**src/rtl/asp_pkg.sv**
```systemverilog
`default_nettype none
package asp_pkg;
    localparam int          NUM_CH       = 8;
    localparam int          CH_W         = 3;
    localparam int          CODE_W       = 12;
    localparam int          REG_W        = 16;
    localparam int          ADDR_W       = 4;
    localparam int          FIFO_DEPTH   = 8;
    localparam int          CMD_READ_POS = 15;
    localparam logic [4:0]  CMD_LAST_BIT = 5'h0F;
    localparam logic [4:0]  DATA_LAST_BIT = 5'h1F;
    localparam logic [3:0]  CTRL_ADDR    = 4'h8;
    localparam logic [15:0] CTRL_RST     = 16'h0000;
    localparam logic [11:0] CODE_RST     = 12'h000;
    localparam logic [11:0] CODE_FULL    = 12'hFFF;
    localparam logic [2:0]  CH_FIRST     = 3'h0;
    localparam logic [2:0]  CH_LAST      = 3'h7;

    typedef struct packed {
        logic [CH_W-1:0]   chan;
        logic [CODE_W-1:0] code;
    } asp_result_s;

    typedef enum logic [2:0] {
        SEQ_START = 3'b001,
        SEQ_WAIT  = 3'b010,
        SEQ_PUSH  = 3'b100
    } asp_seq_e;
endpackage
`default_nettype wire

```
**src/rtl/asp_top.sv**
```systemverilog
`default_nettype none
module asp_top (
    // clock and reset
    input  wire logic        core_clk,
    input  wire logic        rst,
    input  wire logic        hw_reset_n,
    // serial port pins
    input  wire logic        sclk,
    input  wire logic        mosi,
    input  wire logic        ss_n,
    output logic             miso_out,
    output logic             miso_oe_n,
    // converter and input selector
    output logic [2:0]       mux_sel,
    output logic             conv_start,
    input  wire logic        conv_done,
    input  wire logic [11:0] conv_code
);
    // pin synchronisers
    logic        rstn_meta_ff;
    logic        rstn_sync_ff;
    logic [2:0]  pin_meta_ff;
    logic [2:0]  pin_sync_ff;
    logic        sclk_prev_ff;
    logic        int_rst;
    logic        sclk_s;
    logic        mosi_s;
    logic        ss_act;
    logic        sclk_rise;
    logic        sclk_fall;

    always_ff @(posedge core_clk) begin
        if (rst) begin
            rstn_meta_ff <= 1'b1;
            rstn_sync_ff <= 1'b1;
            pin_meta_ff  <= 3'h4;
            pin_sync_ff  <= 3'h4;
        end else begin
            rstn_meta_ff <= hw_reset_n;
            rstn_sync_ff <= rstn_meta_ff;
            pin_meta_ff  <= {ss_n, sclk, mosi};
            pin_sync_ff  <= pin_meta_ff;
        end
    end

    assign int_rst   = rst | ~rstn_sync_ff;
    assign ss_act    = ~pin_sync_ff[2];
    assign sclk_s    = pin_sync_ff[1];
    assign mosi_s    = pin_sync_ff[0];
    assign sclk_rise = ss_act & sclk_s & ~sclk_prev_ff;
    assign sclk_fall = ss_act & ~sclk_s & sclk_prev_ff;

    always_ff @(posedge core_clk) begin
        if (int_rst) begin
            sclk_prev_ff <= 1'b0;
        end else begin
            sclk_prev_ff <= sclk_s;
        end
    end

    // scan sequencer
    asp_pkg::asp_seq_e   seq_ff;
    logic [2:0]          mux_sel_ff;
    logic                conv_start_ff;
    asp_pkg::asp_result_s cap_ff;
    logic                fifo_in_ready;
    logic                fifo_out_valid;
    logic                fifo_out_ready;
    asp_pkg::asp_result_s fifo_out_data;

    always_ff @(posedge core_clk) begin
        if (int_rst) begin
            seq_ff        <= asp_pkg::SEQ_START;
            mux_sel_ff    <= asp_pkg::CH_FIRST;
            conv_start_ff <= 1'b0;
            cap_ff        <= '0;
        end else begin
            conv_start_ff <= 1'b0;
            unique case (seq_ff)
                asp_pkg::SEQ_START: begin
                    conv_start_ff <= 1'b1;
                    seq_ff        <= asp_pkg::SEQ_WAIT;
                end
                asp_pkg::SEQ_WAIT: begin
                    if (conv_done) begin
                        cap_ff.chan <= mux_sel_ff;
                        cap_ff.code <= conv_code;
                        seq_ff      <= asp_pkg::SEQ_PUSH;
                    end
                end
                asp_pkg::SEQ_PUSH: begin
                    if (fifo_in_ready) begin
                        mux_sel_ff <= (mux_sel_ff == asp_pkg::CH_LAST) ? asp_pkg::CH_FIRST
                                                                      : 3'(mux_sel_ff + 1'b1);
                        seq_ff     <= asp_pkg::SEQ_START;
                    end
                end
                default: begin
                    seq_ff <= asp_pkg::SEQ_START;
                end
            endcase
        end
    end

    asp_fifo #(
        .WIDTH ($bits(asp_pkg::asp_result_s)),
        .DEPTH (asp_pkg::FIFO_DEPTH)
    ) u_fifo (
        .core_clk  (core_clk),
        .rst       (int_rst),
        .in_valid  (seq_ff == asp_pkg::SEQ_PUSH),
        .in_ready  (fifo_in_ready),
        .in_data   (cap_ff),
        .out_valid (fifo_out_valid),
        .out_ready (fifo_out_ready),
        .out_data  (fifo_out_data)
    );

    // register file
    logic [11:0] result_ff [asp_pkg::NUM_CH];
    logic [15:0] ctrl_ff;
    logic [4:0]  bit_cnt_ff;
    logic [15:0] shift_in_ff;
    logic [15:0] cmd_ff;
    logic [15:0] shift_out_ff;
    logic        miso_ff;
    logic        miso_oe_n_ff;
    logic [15:0] cmd_word;
    logic        cmd_end;
    logic        data_end;

    function automatic logic [15:0] rd_word(input logic [3:0] addr);
        if (addr[3] == 1'b0) begin
            rd_word = {4'h0, result_ff[addr[2:0]]};
        end else if (addr == asp_pkg::CTRL_ADDR) begin
            rd_word = ctrl_ff;
        end else begin
            rd_word = 16'h0000;
        end
    endfunction

    assign cmd_word  = {shift_in_ff[14:0], mosi_s};
    assign cmd_end   = sclk_rise & (bit_cnt_ff == asp_pkg::CMD_LAST_BIT);
    assign data_end  = sclk_rise & (bit_cnt_ff == asp_pkg::DATA_LAST_BIT);
    // hold drain for the snapshot cycle so a read sees one stable word
    assign fifo_out_ready = ~cmd_end;

    always_ff @(posedge core_clk) begin
        if (int_rst) begin
            for (int i = 0; i < asp_pkg::NUM_CH; i++) begin
                result_ff[i] <= asp_pkg::CODE_RST;
            end
        end else if (fifo_out_valid & fifo_out_ready) begin
            result_ff[fifo_out_data.chan] <= fifo_out_data.code;
        end
    end

    always_ff @(posedge core_clk) begin
        if (int_rst) begin
            ctrl_ff <= asp_pkg::CTRL_RST;
        end else if (data_end & ~cmd_ff[asp_pkg::CMD_READ_POS] & (cmd_ff[3:0] == asp_pkg::CTRL_ADDR)) begin
            ctrl_ff <= cmd_word;
        end
    end

    // serial shifter, mode 0: sample on rising, shift out on falling
    always_ff @(posedge core_clk) begin
        if (int_rst | ~ss_act) begin
            bit_cnt_ff  <= 5'h00;
            shift_in_ff <= 16'h0000;
            cmd_ff      <= 16'h0000;
        end else if (sclk_rise) begin
            shift_in_ff <= cmd_word;
            bit_cnt_ff  <= 5'(bit_cnt_ff + 1'b1);
            if (cmd_end) begin
                cmd_ff <= cmd_word;
            end
        end
    end

    always_ff @(posedge core_clk) begin
        if (int_rst | ~ss_act) begin
            shift_out_ff <= 16'h0000;
            miso_ff      <= 1'b0;
        end else if (cmd_end) begin
            shift_out_ff <= cmd_word[asp_pkg::CMD_READ_POS] ? rd_word(cmd_word[3:0]) : 16'h0000;
        end else if (sclk_fall) begin
            miso_ff      <= shift_out_ff[15];
            shift_out_ff <= {shift_out_ff[14:0], 1'b0};
        end
    end

    always_ff @(posedge core_clk) begin
        if (int_rst) begin
            miso_oe_n_ff <= 1'b1;
        end else begin
            miso_oe_n_ff <= ~ss_act;
        end
    end

    assign miso_out   = miso_ff;
    assign miso_oe_n  = miso_oe_n_ff;
    assign mux_sel    = mux_sel_ff;
    assign conv_start = conv_start_ff;
endmodule
`default_nettype wire

```
**src/rtl/asp_fifo.sv**
```systemverilog
`default_nettype none
module asp_fifo #(
    parameter int WIDTH = 15,
    parameter int DEPTH = 8
) (
    // clock and reset
    input  wire logic             core_clk,
    input  wire logic             rst,
    // fill side
    input  wire logic             in_valid,
    output logic                  in_ready,
    input  wire logic [WIDTH-1:0] in_data,
    // drain side
    output logic                  out_valid,
    input  wire logic             out_ready,
    output logic [WIDTH-1:0]      out_data
);
    localparam int AW = $clog2(DEPTH);

    logic [WIDTH-1:0] mem_ff [DEPTH];
    logic [AW-1:0]    wr_ptr_ff;
    logic [AW-1:0]    rd_ptr_ff;
    logic [AW:0]      cnt_ff;
    logic             out_valid_ff;
    logic [WIDTH-1:0] out_data_ff;
    logic             push;
    logic             pop;

    function automatic logic [AW-1:0] ptr_inc(input logic [AW-1:0] p);
        ptr_inc = (p == AW'(DEPTH - 1)) ? '0 : AW'(p + 1'b1);
    endfunction

    assign in_ready  = (cnt_ff != (AW+1)'(DEPTH));
    assign push      = in_valid & in_ready;
    assign pop       = (cnt_ff != '0) & (~out_valid_ff | out_ready);
    assign out_valid = out_valid_ff;
    assign out_data  = out_data_ff;

    always_ff @(posedge core_clk) begin
        if (push) begin
            mem_ff[wr_ptr_ff] <= in_data;
        end
    end

    always_ff @(posedge core_clk) begin
        if (rst) begin
            wr_ptr_ff <= '0;
            rd_ptr_ff <= '0;
            cnt_ff    <= '0;
        end else begin
            if (push) begin
                wr_ptr_ff <= ptr_inc(wr_ptr_ff);
            end
            if (pop) begin
                rd_ptr_ff <= ptr_inc(rd_ptr_ff);
            end
            if (push & ~pop) begin
                cnt_ff <= (AW+1)'(cnt_ff + 1'b1);
            end else if (pop & ~push) begin
                cnt_ff <= (AW+1)'(cnt_ff - 1'b1);
            end
        end
    end

    // output stage keeps read data in a register
    always_ff @(posedge core_clk) begin
        if (rst) begin
            out_valid_ff <= 1'b0;
            out_data_ff  <= '0;
        end else if (pop) begin
            out_valid_ff <= 1'b1;
            out_data_ff  <= mem_ff[rd_ptr_ff];
        end else if (out_ready) begin
            out_valid_ff <= 1'b0;
        end
    end
endmodule
`default_nettype wire

```
**config.mk**
```make
export PLATFORM = sky130hd
export DESIGN_NAME = asp_top
export DESIGN_NICKNAME = d
export VERILOG_FILES = /design/src/rtl/asp_pkg.sv /design/src/rtl/asp_top.sv /design/src/rtl/asp_fifo.sv
export SDC_FILE = /design/constraint.sdc
export NUM_CORES = 1
export LEC_CHECK = 0
export ABC_AREA = 1
export BUFFER_PORTS_ARGS = -buffer_cell sky130_fd_sc_hd__buf_2
export CAP_MARGIN = 10
export CORE_MARGIN = 5
export CORE_UTILIZATION = 40
export CTS_CLUSTER_DIAMETER = 80
export DETAILED_ROUTE_END_ITERATION = 10
export PLACE_DENSITY = 0.58
export SLEW_MARGIN = 25
export SYNTH_ARGS = -nofsm -noshare
export SYNTH_HDL_FRONTEND = slang
export SYNTH_SLANG_ARGS = --single-unit
```
**constraint.sdc**
```tcl
create_clock -name core_clk -period 6.8 [get_ports core_clk]
set_input_delay 1.36 -clock core_clk [delete_from_list [all_inputs] [get_ports core_clk]]
set_output_delay 1.36 -clock core_clk [all_outputs]
set_load 0.02 [all_outputs]
```
==> impl_metrics.env <==
export IMPL_tightest_slew_ns=0.858
export IMPL_h_tree_depth=2
export IMPL_postCtsSetupRepairBufs=0
export IMPL_synthMuxAreaShare_pct=0
export IMPL_crit_path_max_fanout=35
export IMPL_dp_hpwl_um=19100
export IMPL_yosys_area_top_type="edfxtp_1"
export IMPL_port_buffers=24
export IMPL_clockBufferDepth=3
export IMPL_post_cts_resized=0
export IMPL_crit_chain="buf_2 -> inv_2 -> nand2_2 -> inv_2 -> nand3_1 -> nor2_2 -> nand2_1 -> nand2_1"
export IMPL_cts_root_buf="clkbuf_16"
export IMPL_comb_power_share_pct=18.0
export IMPL_hold_violations=0
export IMPL_drive_above_1_share_pct=8.53
export IMPL_crit_path_start_kind="input port"
export IMPL_endpoint_kind="flop"
export IMPL_yosysSeqAreaShare_pct=63.5
export IMPL_synthTopCellsByArea="edfxtp_1, dfxtp_1, nor2_1"
export IMPL_synth_edf_count=216
export IMPL_cts_tree="done"
export IMPL_pwr_share_seq_pct=45.6
export IMPL_worst_setup_path_type="input port to flop"
export IMPL_floorplan_initialDensity_pct=40.4
export IMPL_worst_path_buf_inv=3
export IMPL_hp_class="flop to flop"
export IMPL_power_mw=5.06
export IMPL_hold_path_endpoint="pin_sync_ff[1]$_SDFF_PP0_"
export IMPL_ys_types=36
export IMPL_die_area_um2=38500
export IMPL_fin_setup_tns_ns=0
export IMPL_rows=68
export IMPL_drtIter0Drc=682
export IMPL_r2r_cells=11
export IMPL_fin_crit_sh_pct=48.9
export IMPL_clock_fmax_mhz=301
export IMPL_rsz0062_at_grt="false"
export IMPL_vdd_drop_max_mv=0.276
export IMPL_hold_depth=2
export IMPL_arrival_ns=3.46
export IMPL_ys_warn_count=0
export IMPL_cts_hold_fix_buffers=0
export IMPL_num_io_pins=25
export IMPL_avgSynthCellArea_um2=9.71
export IMPL_cts_sinks=332
export IMPL_synthToLayoutAreaGrowth_pct=10.8
export IMPL_maxSlewViolCount=0
export IMPL_powerDensity_nw_per_um2=329
export IMPL_synthXorXnorAreaFrac_pct=0.126
export IMPL_synth_nets=1461
export IMPL_drc=0
export IMPL_hold_ws_ns=0.398
export IMPL_synth_top_flop_cell="edfxtp_1"
export IMPL_post_route_min_period_ns=3.32
export IMPL_grt_overflow=0
export IMPL_ys_seq_elements=332
export IMPL_critical_path_top_delay_family="simple AND/OR/NAND/NOR gates"
export IMPL_drtAntennaViolNets=0
export IMPL_leakage_nw=5.86
export IMPL_vias=9620
export IMPL_status="finished, final reports clean"
export IMPL_final_cell_mix="nor2_1, nand2_1, edfxtp_1"
export IMPL_vias_per_cell=5.04
export IMPL_diodes=0
export IMPL_clkTransAtPathRegs_ns=0.06
export IMPL_wirelength_um=31900
export IMPL_drt_pre_antenna_iters=5
export IMPL_synth_fa_ha_area_share_pct=1.23
export IMPL_wl_per_cell_um=16.7
export IMPL_numCtsBuffers=36
export IMPL_final_core_util_pct=44.7
export IMPL_routabilityCongestion=0.804
export IMPL_p_switching_mw=1.49
export IMPL_final_nets=1460
export IMPL_cpPeakStageDelay_ns=0.51
export IMPL_reg2reg_to="result_ff[7][11]$_SDFFCE_PN0P_"
export IMPL_fin_area_um2=15400
export IMPL_antenna_found_initial=0
export IMPL_crit_slowest_cell="nand2_1"
export IMPL_synthCells=1429
export IMPL_setup_viol=0
export IMPL_synth_top_family_by_area="simple AND/OR/NAND/NOR gates"
export IMPL_final_common_cell="nor2_1"
export IMPL_grt_max_degree=64
export IMPL_p_clk_share_pct=36.4
export IMPL_switching_share_pct=29.4
export IMPL_grt_pass1_vias=9055
export IMPL_core_area_um2=34400
export IMPL_max_slew_margin_rel_pct=42.4
export IMPL_die_height_um=196
export IMPL_die_w_um=196
export IMPL_cap_violations=0
export IMPL_synth_area_um2=13900
export IMPL_grt_usage_pct=16.5
export IMPL_p_int_mw=3.57
export IMPL_synth_async_sr_flop_share_pct=0
export IMPL_hp_start="pin_meta_ff[1]$_SDFF_PP0_"
export IMPL_yosys_area_share_simple_pct=18.9
export IMPL_rrSetupSlack_ns=3.65
export IMPL_synth_compound_area_share_pct=9.54
export IMPL_clock_skew_final_ns=0.0211
export IMPL_grt_pass1_wl_um=51000
export IMPL_insertion_delay_ns=0.52
export IMPL_dpl_cell_area_um2=14300
export IMPL_synthDominantCellAreaShare_pct=46.8
export IMPL_worstReg2RegStart="bit_cnt_ff[0]$_SDFFE_PP0P_"
export IMPL_required_ns=6.94
power groups by stage:
stage	Sequential, mW	Clock [mW]	Combinational [mW]
floorplan	2.32	0	0.660
detailed placement	2.35	0	0.919
finish	2.31	1.84	0.911
CTS	2.31	1.88	0.922
global placement	2.35	0	0.907
global route	2.32	1.96	1.05
how the worst max path moves through the flow:
stage / from / to / slack, ns / depth (start not counted)
4_1_cts: rst / result_ff[7][8]$_SDFFCE_PN0P_ / 3.48 / 8
2_1_floorplan: rst / result_ff[0][0]$_SDFFCE_PN0P_ / 3.92 / 9
3_5_place_dp: rst / result_ff[7][2]$_SDFFCE_PN0P_ / 2.96 / 8
6_report: rst / result_ff[7][11]$_SDFFCE_PN0P_ / 3.48 / 8
3_3_place_gp: rst / result_ff[1][8]$_SDFFCE_PN0P_ / 3.04 / 8
5_1_grt: rst / result_ff[7][8]$_SDFFCE_PN0P_ / 3.25 / 8
layout make-up:
cell class,instances,area (um2)
Timing Repair Buffer,39,233
Multi-Input combinational cell,882,4130
Fill cell,3287,19000
Sequential cell,332,8810
Inverter,137,514
Clock inverter,13,97.6
Clock buffer,51,1020
Tap cell,455,569
state kept, by name, indices dropped and copies added, names as in the netlist, 4 cells and up:
signal           cells
bit_cnt_ff           5
cap_ff              15
cmd_ff               5
ctrl_ff             16
result_ff           96
shift_in_ff         15
shift_out_ff        16
u_fifo.cnt_ff        4
u_fifo.mem_ff      120
u_fifo.out_data     15
cells in the mapped netlist, types with 2 or more instances:
master,n
nand2_1,226
nor3_1,2
a21oi_2,2
nand4_1,2
nor2_1,243
xor2_1,2
edfxtp_1,216
buf_4,2
o21ai_1,3
nand2_4,2
buf_2,23
nand3_1,124
nor2_8,2
o211ai_1,30
nor2_2,2
or2_2,11
ha_1,12
nand2_2,2
a211oi_1,2
clkbuf_1,33
buf_6,10
a21oi_1,82
buf_1,8
dfxtp_1,116
inv_1,125
o21ai_0,126
clkinv_1,4
nor2_4,2
inv_2,8
kinds of logic (layout without fill, tap and decap cells):
group                      Yosys count  in the layout
xor gates and xnor gates             2              2
and+or+nand+nor                    621            621
adders and majority gates           13             13
DFF                                332            332
AOI/OAI and AO/OA                  246            246
buffers and inverters              215            240
tightest hold or removal path: stages (launching register included):
cell and delay [ns]:
dfxtp_1 0.30, inv_1 0.04, nor2_1 0.03
stage by stage:
step                      setup slack (ns)  std cells
after floorplan                       3.92       1429
after global placement                3.04       1845
after detailed placement              2.96       1845
after CTS                             3.48       1909
after global routing                  3.25       1909
final                                 3.48       1909
layer usage:
metal | vias to the layer above | GRT usage [%] | part of all wire [%] | wire [um]
met5 | - | 0 | 0 | 0
met2 | 186 | 27.1 | 48 | 15200
li1 | 4773 | - | - | -
met3 | 58 | 2.25 | 3.8 | 1220
met4 | 0 | 5.12 | 2.9 | 913
met1 | 4603 | 23.0 | 46 | 14500
Note: power is estimated with default switching activity, not from simulation.
